[config.mk]
export PLATFORM = sky130hd
export DESIGN_NAME = ddrct_top
export DESIGN_NICKNAME = d
export VERILOG_FILES = /design/src/ddrct_pkg.sv /design/src/ddrct_top.sv /design/src/ddrct_timer.sv
export VERILOG_INCLUDE_DIRS = /design/src
export SDC_FILE = /design/constraint.sdc
export NUM_CORES = 1
export LEC_CHECK = 0
export BUFFER_PORTS_ARGS = -buffer_cell sky130_fd_sc_hd__buf_4
export CORE_AREA = 2 2 143 145
export DETAILED_ROUTE_END_ITERATION = 10
export DIE_AREA = 0 0 145 147
export PLACE_DENSITY = 0.79
export SYNTH_ARGS = -nofsm -noshare
export SYNTH_HDL_FRONTEND = slang
export SYNTH_HIERARCHICAL = 1
export SYNTH_SLANG_ARGS = --single-unit
[constraint.sdc]
create_clock -name clock -period 3.8 [get_ports clock]
set_clock_uncertainty 0.2 [all_clocks]
set_input_delay 0.38 -clock clock [delete_from_list [all_inputs] [get_ports clock]]
set_output_delay 0.38 -clock clock [all_outputs]
set_load 0.02 [all_outputs]
[src/ddrct_cfg.svh]
// constants of the ddr3 command timing block: offsets, fields, counts
// assumes a 40 MHz clock sampling the command pins on its rising edge
// What this block does
// spacings count real clock edges, mode sets four apart
// illegal timing demands reset and full reinitialization
// nanosecond limits become cycles, divided then rounded up
// write recovery comes from first mode register field
// write to power-down gap uses rounded-up recovery
// internal write starts latency plus four or two
// accept clock enable low while operations still finish
// termination hold measured from first high to low
// short calibration completes within 64 cycles
// calibration spacing from drift and sensitivity ratio; not tracked here, only the zq_busy length is
// only read, read-precharge, termination need locked loop
// at most nine refresh intervals between refreshes
// no clock period limit beyond refresh interval
// gap from pattern read end to mode set
// termination high at least four cycles, short case
// termination with eight-burst write high six cycles
// locked commands wait max(10 cycles, 24 ns) after exit
// other commands wait max(3 cycles, 6 ns) after exit
// one down-counter per spacing, blocks until zero
`ifndef DDRCT_CFG_SVH
`define DDRCT_CFG_SVH

// clock and conversion
`define TCK_PS          25000
`define PS_PER_NS       1000

// spacings in cycles or nanoseconds, as printed
`define MRD_NCK         4
`define XP_NCK          3
`define XP_NS           6
`define XPDLL_NCK       10
`define XPDLL_NS        24
`define SHORT_CALIBRATION_CMD_NCK        64
`define ODT_SHORT_NCK   4
`define ODT_LONG_NCK    6
`define WSTART_FULL     4
`define WSTART_CHOP     2
`define REFI_NS         7800
`define REF_MAX_GAP     9
`define OP_BUSY_NCK     8
`define MPR_GAP_NCK     1
`define BURST_NCK       4

// timer slots
`define NTIMERS         9
`define T_MRD           0
`define T_XP            1
`define T_XPDLL         2
`define T_ZQ            3
`define T_ODT           4
`define T_WRPD          5
`define T_REF           6
`define T_MPR           7
`define T_BUSY          8

// register offsets
`define REG_CTRL        4'h0
`define REG_STATUS      4'h4
`define REG_MODE        4'h8

// control fields and reset value
`define CTRL_WL_LSB     0
`define CTRL_RL_LSB     8
`define LAT_W           5
`define CTRL_RESET      32'h0000_0505

// mode register fields on the address pins
`define MR_BL_LSB       0
`define MR_WR_LSB       9
`define MR_MPR_BIT      2
`define ADDR_AP_BIT     10
`define ADDR_BC_BIT     12
`define BL_FIXED8       2'h0
`define BL_OTF          2'h1
`define BL_FIXED4       2'h2
`define MR0_BANK        3'h0
`define MR3_BANK        3'h3

// status fields
`define NVIOL           8
`define V_MRD           0
`define V_EXIT          1
`define V_LOCK          2
`define V_ODT4          3
`define V_ODT8          4
`define V_REF           5
`define V_WRPD          6
`define V_MPR           7
`define ST_LOWPWR       8
`define ST_ZQ           9
`define ST_DLL          10
`define ST_MPR          11
`define MODE_WR_LSB     2

`endif

[src/ddrct_pkg.sv]
// types shared by the ddr3 command timing block
// assumes the command pins follow the usual cs/ras/cas/we order
package ddrct_pkg;

  // command codes on {cs_n, ras_n, cas_n, we_n}
  typedef enum logic [3:0] {
    CMD_MRS = 4'h0,
    CMD_REF = 4'h1,
    CMD_PRE = 4'h2,
    CMD_ACT = 4'h3,
    CMD_WR  = 4'h4,
    CMD_RD  = 4'h5,
    CMD_ZQ  = 4'h6,
    CMD_NOP = 4'h7
  } ddrct_cmd_t;

  // power-down progress, one-hot
  typedef enum logic [2:0] {
    PD_RUN    = 3'b001,
    PD_DRAIN  = 3'b010,
    PD_LOWPWR = 3'b100
  } ddrct_pd_t;

endpackage

[src/ddrct_top.sv]
// command timing logic inside a ddr3 device: write start, power-down,
// calibration, termination hold and spacing violation tracking
// assumes command pins are synchronous to clock; registers on a plain port
//
// Chosen here: the plain strobed port and the register offsets.
`include "ddrct_cfg.svh"
module ddrct_top
  import ddrct_pkg::*;
(
  input  wire logic        clock,
  input  wire logic        reset_n,
  input  wire logic        cke,
  input  wire logic        cs_n,
  input  wire logic        ras_n,
  input  wire logic        cas_n,
  input  wire logic        we_n,
  input  wire logic        odt,
  input  wire logic [2:0]  ba,
  input  wire logic [15:0] addr,
  input  wire logic [3:0]  reg_addr,
  input  wire logic [31:0] reg_wdata,
  input  wire logic        reg_write,
  input  wire logic        reg_read,
  output logic      [31:0] reg_rdata,
  output logic             write_start,
  output logic             low_power,
  output logic             zq_busy,
  output logic             dll_ready,
  output logic             reinit_needed
);

  // larger of a cycle count and a time rounded up to cycles
  function automatic logic [11:0] cyc_max(input int counted_clock_cycles, input int ns);
    int t;
    t = ((ns * `PS_PER_NS) + `TCK_PS - 1) / `TCK_PS;
    if (t < counted_clock_cycles) begin
      t = counted_clock_cycles;
    end
    if (t < 1) begin
      t = 1;
    end
    return t[11:0];
  endfunction

  localparam logic [11:0] XP_CYC    = cyc_max(`XP_NCK, `XP_NS);
  localparam logic [11:0] XPDLL_CYC = cyc_max(`XPDLL_NCK, `XPDLL_NS);
  localparam logic [11:0] REFI_CYC  = cyc_max(1, `REFI_NS);
  localparam logic [11:0] REF_LIMIT = 12'(`REF_MAX_GAP * REFI_CYC);

  // command decode
  logic [3:0]  cmd_code;   // raw command pins
  logic        cmd_valid;  // chip selected with clock enable high while in PD_RUN
  logic        is_mrs;     // mode register set
  logic        is_ref;     // refresh
  logic        is_pre;     // precharge
  logic        is_act;     // activate
  logic        is_wr;      // write
  logic        is_rd;      // read
  logic        is_short_calibration_cmd;    // short calibration
  logic        any_cmd;    // anything other than a no-op

  // registers
  logic [31:0] ctrl;          // latencies written by software
  logic [1:0]  mr_bl;         // burst mode from first mode register
  logic [2:0]  mr_wr;         // write recovery cycles
  logic        mpr_on;        // readout pattern register enabled
  logic        cke_q;         // clock enable seen at previous edge
  logic        odt_q;         // termination seen at previous edge
  logic        ref_seen;      // a refresh has been registered
  logic [`NVIOL-1:0] viol;    // sticky spacing violations
  logic [33:0] wchain;        // write history, bit j = write j+1 ago
  logic        odt_long;      // running hold window is the six-cycle one
  ddrct_pd_t   pd_state;      // power-down progress
  logic [31:0] next_ctrl;
  logic [1:0]  next_mr_bl;
  logic [2:0]  next_mr_wr;
  logic        next_mpr_on;
  logic        next_ref_seen;
  logic [`NVIOL-1:0] next_viol;
  logic [33:0] next_wchain;
  logic        next_odt_long;
  logic        next_write_start;
  ddrct_pd_t   next_pd_state;
  logic [31:0] next_rdata;

  // timers
  logic [`NTIMERS-1:0] t_load;           // reload strobes
  logic [11:0]         t_val [`NTIMERS]; // reload values
  logic [11:0]         t_cnt [`NTIMERS]; // running counts
  logic [`NTIMERS-1:0] t_idle;           // count at zero

  logic [4:0]  wl;          // write latency in cycles
  logic [4:0]  rl;          // read latency in cycles
  logic [5:0]  wdelay;      // write command to internal start
  logic [5:0]  wtap;        // history tap feeding the start flag
  logic        chop_fixed;  // chop-four fixed by mode register
  logic        otf_chop;    // on-the-fly chop requested on this write
  logic        locked_cmd;  // command needing a locked loop
  logic        cke_fall;    // clock enable registered low this cycle
  logic        odt_rise;    // termination first registered high
  logic        odt_fall;    // termination registered low
  logic        viol_clr;    // software clearing violations

  assign cmd_code   = {cs_n, ras_n, cas_n, we_n};
  assign cmd_valid  = cke && !cs_n && (pd_state == PD_RUN);
  assign is_mrs     = cmd_valid && (cmd_code == CMD_MRS);
  assign is_ref     = cmd_valid && (cmd_code == CMD_REF);
  assign is_pre     = cmd_valid && (cmd_code == CMD_PRE);
  assign is_act     = cmd_valid && (cmd_code == CMD_ACT);
  assign is_wr      = cmd_valid && (cmd_code == CMD_WR);
  assign is_rd      = cmd_valid && (cmd_code == CMD_RD);
  assign is_short_calibration_cmd    = cmd_valid && (cmd_code == CMD_ZQ)
                      && !addr[`ADDR_AP_BIT];
  assign any_cmd    = cmd_valid && (cmd_code != CMD_NOP);

  assign wl         = ctrl[`CTRL_WL_LSB +: `LAT_W];
  assign rl         = ctrl[`CTRL_RL_LSB +: `LAT_W];
  assign chop_fixed = (mr_bl == `BL_FIXED4);
  assign otf_chop   = (mr_bl == `BL_OTF) && !addr[`ADDR_BC_BIT];
  // a fixed chop ends its data two cycles early, all others four
  assign wdelay     = {1'b0, wl} + (chop_fixed ? 6'(`WSTART_CHOP)
                                               : 6'(`WSTART_FULL));
  assign wtap       = wdelay - 6'h02;
  // only reads and synchronous termination care about the loop
  assign locked_cmd = is_rd || (odt_rise && cke);
  assign cke_fall   = cke_q && !cke;
  assign odt_rise   = odt && !odt_q;
  assign odt_fall   = odt_q && !odt;
  assign viol_clr   = reg_write && (reg_addr == `REG_STATUS);

  // timer reload strobes and counts
  always_comb begin
    t_load = '0;
    for (int i = 0; i < `NTIMERS; i++) begin
      t_val[i] = 12'h000;
    end
    // mode sets spaced in real edges, never in elapsed time
    t_load[`T_MRD]   = is_mrs;
    t_val[`T_MRD]    = 12'(`MRD_NCK - 1);
    // exit gaps start when clock enable comes back high
    t_load[`T_XP]    = cke && !cke_q;
    t_val[`T_XP]     = XP_CYC - 12'h001;
    t_load[`T_XPDLL] = cke && !cke_q;
    t_val[`T_XPDLL]  = XPDLL_CYC - 12'h001;
    t_load[`T_ZQ]    = is_short_calibration_cmd;
    t_val[`T_ZQ]     = 12'(`SHORT_CALIBRATION_CMD_NCK);
    // hold window counts from first high, or from a high with a write
    t_load[`T_ODT]   = odt_rise || (odt && is_wr);
    t_val[`T_ODT]    = (is_wr && !chop_fixed && !otf_chop)
                       ? 12'(`ODT_LONG_NCK - 1)
                       : 12'(`ODT_SHORT_NCK - 1);
    // recovery field already holds whole cycles, so no rounding here
    t_load[`T_WRPD]  = is_wr;
    t_val[`T_WRPD]   = 12'(wdelay) + 12'(mr_wr);
    t_load[`T_REF]   = is_ref;
    t_val[`T_REF]    = REF_LIMIT;
    t_load[`T_MPR]   = is_rd && mpr_on;
    t_val[`T_MPR]    = 12'(rl) + 12'(`BURST_NCK) + 12'(`MPR_GAP_NCK);
    t_load[`T_BUSY]  = is_act || is_pre || is_ref
                       || (is_wr && addr[`ADDR_AP_BIT])
                       || (is_rd && addr[`ADDR_AP_BIT]);
    t_val[`T_BUSY]   = 12'(`OP_BUSY_NCK);
  end

  // one counter per tracked spacing
  for (genvar g = 0; g < `NTIMERS; g++) begin : g_timer
    ddrct_timer u_timer (
      .clock      (clock),
      .reset_n    (reset_n),
      .load       (t_load[g]),
      .load_value (t_val[g]),
      .count      (t_cnt[g]),
      .idle       (t_idle[g])
    );
  end

  // mode capture, write start pipeline, refresh arming
  always_comb begin
    next_mr_bl    = mr_bl;
    next_mr_wr    = mr_wr;
    next_mpr_on   = mpr_on;
    next_ref_seen = ref_seen || is_ref;
    if (is_mrs && (ba == `MR0_BANK)) begin
      next_mr_bl = addr[`MR_BL_LSB +: 2];
      next_mr_wr = addr[`MR_WR_LSB +: 3];
    end
    if (is_mrs && (ba == `MR3_BANK)) begin
      next_mpr_on = addr[`MR_MPR_BIT];
    end
    next_wchain      = {wchain[32:0], is_wr};
    // history bit j marks a write j+1 cycles back; flag lands on time
    next_write_start = wchain[wtap];
    next_odt_long = t_load[`T_ODT] ? (is_wr && !chop_fixed && !otf_chop)
                                   : odt_long;
  end

  // power-down entry is accepted at once, low power waits for the work
  always_comb begin
    next_pd_state = pd_state;
    unique case (pd_state)
      PD_RUN: begin
        if (cke_fall) begin
          next_pd_state = t_idle[`T_BUSY] ? PD_LOWPWR : PD_DRAIN;
        end
      end
      PD_DRAIN: begin
        if (cke) begin
          next_pd_state = PD_RUN;
        end else if (t_idle[`T_BUSY]) begin
          next_pd_state = PD_LOWPWR;
        end
      end
      PD_LOWPWR: begin
        if (cke) begin
          next_pd_state = PD_RUN;
        end
      end
    endcase
  end

  // violation flags; a new event beats a clear in the same cycle
  always_comb begin
    next_viol = viol;
    if (viol_clr) begin
      next_viol = viol & ~reg_wdata[`NVIOL-1:0];
    end
    if (is_mrs && !t_idle[`T_MRD]) begin
      next_viol[`V_MRD] = 1'b1;
    end
    if (any_cmd && !locked_cmd && !t_idle[`T_XP]) begin
      next_viol[`V_EXIT] = 1'b1;
    end
    if (locked_cmd && !t_idle[`T_XPDLL]) begin
      next_viol[`V_LOCK] = 1'b1;
    end
    if (odt_fall && !t_idle[`T_ODT] && (!odt_long
        || t_cnt[`T_ODT] > 12'(`ODT_LONG_NCK - `ODT_SHORT_NCK))) begin
      next_viol[`V_ODT4] = 1'b1;
    end else if (odt_fall && !t_idle[`T_ODT]) begin
      next_viol[`V_ODT8] = 1'b1;
    end
    // a stopped clock is fine as long as refresh keeps its pace
    if (ref_seen && t_idle[`T_REF] && !is_ref) begin
      next_viol[`V_REF] = 1'b1;
    end
    if (cke_fall && !t_idle[`T_WRPD]) begin
      next_viol[`V_WRPD] = 1'b1;
    end
    if (is_mrs && (ba == `MR3_BANK) && !t_idle[`T_MPR]) begin
      next_viol[`V_MPR] = 1'b1;
    end
  end

  // software registers and the registered read answer
  always_comb begin
    next_ctrl  = ctrl;
    next_rdata = 32'h0000_0000;
    if (reg_write && (reg_addr == `REG_CTRL)) begin
      next_ctrl = reg_wdata;
    end
    if (reg_read) begin
      unique case (reg_addr)
        `REG_CTRL: begin
          next_rdata = ctrl;
        end
        `REG_STATUS: begin
          next_rdata[`NVIOL-1:0]  = viol;
          next_rdata[`ST_LOWPWR]  = (pd_state == PD_LOWPWR);
          next_rdata[`ST_ZQ]      = !t_idle[`T_ZQ];
          next_rdata[`ST_DLL]     = t_idle[`T_XPDLL];
          next_rdata[`ST_MPR]     = mpr_on;
        end
        `REG_MODE: begin
          next_rdata[`MR_BL_LSB +: 2]   = mr_bl;
          next_rdata[`MODE_WR_LSB +: 3] = mr_wr;
        end
        default: begin
          next_rdata = 32'h0000_0000; // unmapped reads as zero
        end
      endcase
    end
  end

  // all state registers
  always_ff @(posedge clock or negedge reset_n) begin
    if (!reset_n) begin
      ctrl        <= `CTRL_RESET;
      mr_bl       <= `BL_FIXED8;
      mr_wr       <= 3'h0;
      mpr_on      <= 1'b0;
      cke_q       <= 1'b0;
      odt_q       <= 1'b0;
      ref_seen    <= 1'b0;
      viol        <= '0;
      wchain      <= '0;
      odt_long    <= 1'b0;
      write_start <= 1'b0;
      pd_state    <= PD_RUN;
      reg_rdata   <= 32'h0000_0000;
    end else begin
      ctrl        <= next_ctrl;
      mr_bl       <= next_mr_bl;
      mr_wr       <= next_mr_wr;
      mpr_on      <= next_mpr_on;
      cke_q       <= cke;
      odt_q       <= odt;
      ref_seen    <= next_ref_seen;
      viol        <= next_viol;
      wchain      <= next_wchain;
      odt_long    <= next_odt_long;
      write_start <= next_write_start;
      pd_state    <= next_pd_state;
      reg_rdata   <= next_rdata;
    end
  end

  assign low_power     = (pd_state == PD_LOWPWR);
  assign zq_busy       = !t_idle[`T_ZQ];
  assign dll_ready     = t_idle[`T_XPDLL];
  // any broken spacing leaves the device needing a full restart
  assign reinit_needed = |viol;

endmodule

[src/ddrct_timer.sv]
// one spacing down-counter: loads a cycle count, counts to zero
// assumes load wins over counting in the same cycle
module ddrct_timer (
  input  wire logic        clock,
  input  wire logic        reset_n,
  input  wire logic        load,
  input  wire logic [11:0] load_value,
  output logic      [11:0] count,
  output logic             idle
);

  logic [11:0] next_count; // value after this edge

  // reload on the trigger, otherwise step toward zero
  always_comb begin
    next_count = count;
    if (load) begin
      next_count = load_value;
    end else if (count != 12'h000) begin
      next_count = count - 12'h001;
    end
  end

  always_ff @(posedge clock or negedge reset_n) begin
    if (!reset_n) begin
      count <= 12'h000;
    end else begin
      count <= next_count;
    end
  end

  assign idle = (count == 12'h000);

endmodule

==> results.json, run 1 <==
{
  "hp-class": "in -> reg",
  "vias": 8790,
  "cp-start-kind": "flip-flop",
  "post_cts_buffers": 0,
  "cts.clk_slew.worst_paths_ps": 60,
  "synth_edf_count": 0,
  "yosysUniqueCellTypes": 72,
  "drv_cap": 0,
  "dpl.cell_count": 1472,
  "track_usage": 0.252,
  "first_iter_violations": 406,
  "hold_ws_ps": 16.7,
  "htree_levels": 1,
  "final_core_util": 0.720,
  "max-vdd-ir-drop_uv": 340,
  "period_minus_slack_ps": 3430,
  "synthCells": 1041,
  "grt_overflow_total": 0,
  "fin_crit_sh": 0.902,
  "clock_latency_ps": 530,
  "mostFrequentLayoutCell": "dfrtp_1",
  "antenna_found_initial": 1,
  "root_buffer": "clkbuf_16",
  "diodes": 0,
  "die_x_um": 145,
  "final_antenna_net_count": 0,
  "rows": 52,
  "grt_max_degree": 109,
  "layout.cells.non_filler": 1560,
  "rsz0062_at_grt": "false",
  "yosysWarnings": 6,
  "tightestPinTransition_ps": 947,
  "critPathCaptureType": "flip-flop",
  "fin_setup_tns_ps": 0,
  "routed_wl_um": 26300,
  "slew_headroom": 0.367,
  "drive_gt1_frac": 0.206,
  "slew_violations": 0,
  "path_max_fanout": 12,
  "status": "finished, final reports clean",
  "synth-seq-cells": 228,
  "max-clock-path-buffers": 3,
  "synthFlopType": "dfrtp_1",
  "synthToLayoutAreaGrowth_pct": 22.9,
  "die_y_um": 147,
  "gp_congestion": 0.856,
  "core_mm2": 0.0198,
  "dieArea_mm2": 0.0213,
  "fin_nets": 1362,
  "io_pins": 102,
  "async_flop_share": 1.00,
  "avgRoutedWirePerCell_um": 16.8,
  "dr.pass1.iters": 4,
  "cts_inserted_buffers": 25,
  "viasPerCell": 5.63,
  "worstPathRequired_ps": 4060,
  "p_per_area_mw_per_mm2": 595,
  "avgSynthCellArea_um2": 11.2,
  "setup_violations": 0,
  "clock-sinks": 228,
  "portBuffers": 92,
  "cp.arrival_ps": 3690,
  "hold_viol": 0,
  "layout_common_cells": "dfrtp_1, buf_4, conb_1",
  "p_total_mw": 8.50,
  "dp_hpwl_um": 17500,
  "drcViolationCount": 0,
  "first_global_vias": 9022,
  "fmax_mhz": 292,
  "initial_core_util": 0.586,
  "ys_seq_area_frac": 0.491,
  "cts_tree": "yes",
  "syn_area_mm2": 0.0116,
  "criticalPathCategory": "reg -> reg",
  "grt_pass1_wl_um": 44100,
  "p_leak_nw": 6.29
}
[final cells by class]
| cell class | instances | area, um^2 |
|---|---|---|
| inverters | 59 | 221 |
| multi-input cells | 812 | 5910 |
| clock inverters | 14 | 205 |
| clock buffers | 32 | 692 |
| flip-flops and latches | 228 | 5710 |
| repair buffers | 145 | 1210 |
| well taps | 270 | 338 |
| fillers | 1384 | 5560 |
[through the flow]
| stage | instance area [um^2] | setup WS, ps |
|---|---|---|
| final | 14300 | 372 |
| after global routing | 14300 | 161 |
| after CTS | 14300 | 411 |
| after detailed placement | 13000 | 435 |
| after global placement | 13000 | 528 |
| after floorplan | 12000 | 771 |
[report_power, final]
group	total (mW)	internal [mW]	switching [mW]
clock network	2.60	1.63	0.978
registers	3.70	2.98	0.721
logic	2.20	1.15	1.05
total	8.50	5.75	2.75
[sequential cells by signal, indices dropped and copies added (netlist names), 2 cells and up]
| signal | flops |
|---|---|
| viol | 8 |
| reg_rdata | 32 |
| ctrl | 32 |
| mr_bl | 2 |
| g_timer.u_timer/count | 108 |
| mr_wr | 3 |
| wchain | 34 |
| pd_state | 3 |
[cell usage after synthesis (12+ instances only)]
cell	count	share of area
nor4_2	19	0.020
ha_1	25	0.027
dfrtp_1	223	0.48
nand3_1	22	0.0095
nand2_1	91	0.029
o31a_1	26	0.020
mux2i_1	17	0.015
nand2b_1	12	0.0065
mux2_2	42	0.041
and2_1	21	0.011
a21oi_1	47	0.020
o21ai_0	16	0.0069
nor3b_1	12	0.0077
nor3_1	21	0.0090
nor4_1	12	0.0065
o21ai_1	20	0.0086
nor2_1	43	0.014
inv_1	50	0.016
o31ai_1	19	0.012
a22o_1	34	0.026
clkbuf_1	28	0.0090
xnor2_1	43	0.032
nor2b_1	13	0.0070
[logic make-up after synthesis]
logic type / after synthesis / synth area share
muxes: 74 / 0.0786
adders and majority gates: 26 / 0.0286
other: 2 / 0.000646
DFF: 228 / 0.491
buffers and inverters: 93 / 0.0315
AOI/OAI and AO/OA: 231 / 0.144
and+or+nand+nor: 334 / 0.185
xor gates and xnor gates: 53 / 0.0399
[metal layers]
metal  up-vias  part of all wire  track usage
met5         -                 0            0
met4         0             0.040        0.105
met3        66             0.033       0.0345
met2       205              0.51        0.442
met1      4325              0.42        0.317
li1       4194                 -            -
[worst max-delay path: stages (launching register included)]
cell      delay (ps)
dfrtp_1          400
nand2b_1         330
inv_2            110
ha_1             650
inv_1            130
ha_1             260
xnor2_1          150
xnor2_1          410
mux2i_1          130
or4b_1           500
nand4_1          110
[final timing paths]
path	from	endpoint	slack, ps	depth (start not counted)
max reg2reg	mr_bl[0]	write_start	370	10
max in group asynchronous	reset_n	g_timer[6].u_timer/count[10]	2240	3
min in group asynchronous	reset_n	wchain[31]	280	2
min reg2reg	wchain[30]	wchain[31]	170	0
max	mr_bl[0]	write_start	370	10
min	ba[2]	viol[7]	20	4
[timing repair]
action / 4_1_cts / 5_1_grt
hold buffers: 42 / 0
hold endpoints to repair: 151 / 0
gates resized for setup: 0 / 0
Power figures use the tool's default switching activity.
==> run 2: changes to the inputs <==
--- a/config.mk
+++ b/config.mk
@@ -6,11 +6,13 @@
 export SDC_FILE = /design/constraint.sdc
 export NUM_CORES = 1
 export LEC_CHECK = 0
+export ABC_AREA = 1
 export BUFFER_PORTS_ARGS = -buffer_cell sky130_fd_sc_hd__buf_4
-export CORE_AREA = 2 2 143 145
+export CORE_AREA = 2 2 147 149
+export CTS_BUF_LIST = sky130_fd_sc_hd__clkbuf_16
 export DETAILED_ROUTE_END_ITERATION = 10
-export DIE_AREA = 0 0 145 147
-export PLACE_DENSITY = 0.79
+export DIE_AREA = 0 0 149 151
+export PLACE_DENSITY = 0.8
 export SYNTH_ARGS = -nofsm -noshare
 export SYNTH_HDL_FRONTEND = slang
 export SYNTH_HIERARCHICAL = 1
==> results.json, run 2 <==
{
  "drv_cap": 0,
  "diodes": 0,
  "critPathCaptureType": "primary output",
  "cp-start-kind": "flip-flop",
  "max-clock-path-buffers": 3,
  "mostFrequentLayoutCell": "nand2_1",
  "drcViolationCount": 0,
  "first_iter_violations": 704,
  "clock_latency_ps": 530,
  "routed_wl_um": 29200,
  "rows": 53,
  "grt_util_met3": 0.0367,
  "async_flop_share": 1.00,
  "hold_viol": 0,
  "top_regs": "g_timer.u_timer/count: 108 flops, wchain: 34 flops",
  "tightestPinTransition_ps": 909,
  "avgRoutedWirePerCell_um": 13.3,
  "dp_slack_ps": 1230,
  "core_mm2": 0.0208,
  "hp-class": "in -> reg",
  "busiest_layer": "met2",
  "grt_max_degree": 121,
  "track_usage": 0.261,
  "syn_area_mm2": 0.0126,
  "worstPathRequired_ps": 3220,
  "status": "finished, final reports clean",
  "cp_cell_sequence": "inv_1, ha_1, nand3_2, nor3_1, buf_4",
  "synthToLayoutAreaGrowth_pct": 21.2,
  "layout_common_cells": "nand2_1, nor2_1, dfrtp_1",
  "dieArea_mm2": 0.0225,
  "cts_inserted_buffers": 26,
  "ys_seq_area_frac": 0.454,
  "setup_violations": 0,
  "yosysMostFrequentCell": "nand2_1",
  "cp.arrival_ps": 2080,
  "slew_headroom": 0.394,
  "vias": 11100,
  "root_buffer": "clkbuf_16",
  "synth_area_leaders": "dfrtp_1, nand2_1, nor2_1, inv_1, o21ai_0",
  "portBuffers": 92,
  "initial_core_util": 0.604,
  "rsz0062_at_grt": "false",
  "avgSynthCellArea_um2": 7.59,
  "grt_pass1_wl_um": 48300,
  "worst_slack_ps": 1140,
  "clock-sinks": 228,
  "dr.pass1.iters": 5,
  "synthCells": 1657,
  "gp_congestion": 0.926,
  "io_pins": 102,
  "yosysUniqueCellTypes": 40,
  "use_met1": 0.345,
  "synth-seq-cells": 228,
  "synth_edf_count": 0,
  "p_leak_nw": 7.93,
  "grt_overflow_total": 0,
  "path_max_fanout": 6,
  "yosysTopAreaCellShare": 0.444,
  "largest_reg_flops": 108,
  "cpMaxStageDelayCell": "nor3_1",
  "yosysTopAreaCell": "dfrtp_1",
  "cts.clk_slew.worst_paths_ps": 60,
  "fin_nets": 1995,
  "fin_setup_tns_ps": 0,
  "fin_crit_sh": 0.701,
  "drive_gt1_frac": 0.149,
  "viasPerCell": 5.03,
  "yosysWarnings": 6,
  "dp_hpwl_um": 20300,
  "p_per_area_mw_per_mm2": 611,
  "synth_common_cells": "nand2_1, nor2_1, dfrtp_1, inv_1, o21ai_0",
  "slew_violations": 0,
  "period_minus_slack_ps": 2660,
  "die_y_um": 151,
  "regMostFlops": "g_timer.u_timer/count",
  "cpPeakStageDelay_ps": 460,
  "die_x_um": 149,
  "first_global_vias": 10500,
  "fmax_mhz": 376,
  "cts_tree": "yes",
  "synthFlopType": "dfrtp_1",
  "antenna_found_initial": 0,
  "final_antenna_net_count": 0,
  "htree_levels": 1,
  "max-vdd-ir-drop_uv": 416,
  "criticalPathCategory": "reg -> out",
  "grt.met2_usage": 0.454
}
## run 2: cell families (layout without fill, tap and decap cells)
kind of cell,after synthesis,in the layout,share of synthesized area
compound gates,203,203,0.0876
xor+xnor,35,35,0.0244
fa+ha+maj,26,26,0.0265
buf+inv,230,404,0.0702
flops,228,228,0.454
mux,7,7,0.00627
other cells,2,94,0.000597
simple gates,926,926,0.330
## run 2: cell type report
cell class                 count  area (um^2)
fill                        1616         5580
inverter                     207          777
timing repair buffer         150         1250
clock inverter                20          146
multi-input combinational   1291         6330
sequential                   228         5710
tap                          275          344
clock buffer                  27          676
## run 2: timing repair
action	CTS	global route
setup buffers	0	0
hold buffers	42	0
endpoints found under the setup margin	0	0
endpoints found under the hold margin	160	0
resized for setup	0	0
## run 2: worst max-delay path: cells and delay by family, from the launching register on
family | cells | cell delay, ps
buffers and inverters | 2 | 410
flip-flops | 1 | 370
adder cells (fa/ha/maj) | 1 | 220
AND/OR/NAND/NOR | 2 | 560
## run 2: layer usage
| metal | share of wire | vias up | wire [um] |
|---|---|---|---|
| met4 | 0.022 | 0 | 635 |
| met3 | 0.051 | 47 | 1490 |
| met1 | 0.44 | 5161 | 12900 |
| met2 | 0.49 | 256 | 14200 |
| li1 | - | 5598 | - |
| met5 | 0 | - | 0 |
## run 2: stage by stage
stage	util	hold slack (ps)	area, um^2	power (mW)	instances
floorplan	-	-116	12900	6.10	1749
global placement	0.672	155	14000	6.72	2109
detailed placement	0.672	158	14000	6.86	2109
CTS	0.732	12.6	15200	9.34	2198
global route	0.732	39.0	15200	10.1	2198
finish	0.732	29.5	15200	9.32	2198
## run 2: power breakdown
part | switching (mW) | total [mW] | internal [mW]
clock | 0.977 | 2.39 | 1.41
combinational | 1.99 | 3.19 | 1.19
sequential | 0.679 | 3.74 | 3.06
total | 3.65 | 9.32 | 5.67
## run 2: worst paths after layout
check / from / endpoint / slack (ps) / depth (start not counted)
max: g_timer[2].u_timer/count[0] / dll_ready / 1140 / 5
min: ras_n / viol[0] / 30 / 4
max reg2reg: mr_bl[0] / g_timer[5].u_timer/count[3] / 1150 / 13
min reg2reg: wchain[10] / wchain[11] / 170 / 0
max in group asynchronous: reset_n / ctrl[8] / 2100 / 3
min in group asynchronous: reset_n / wchain[11] / 290 / 2
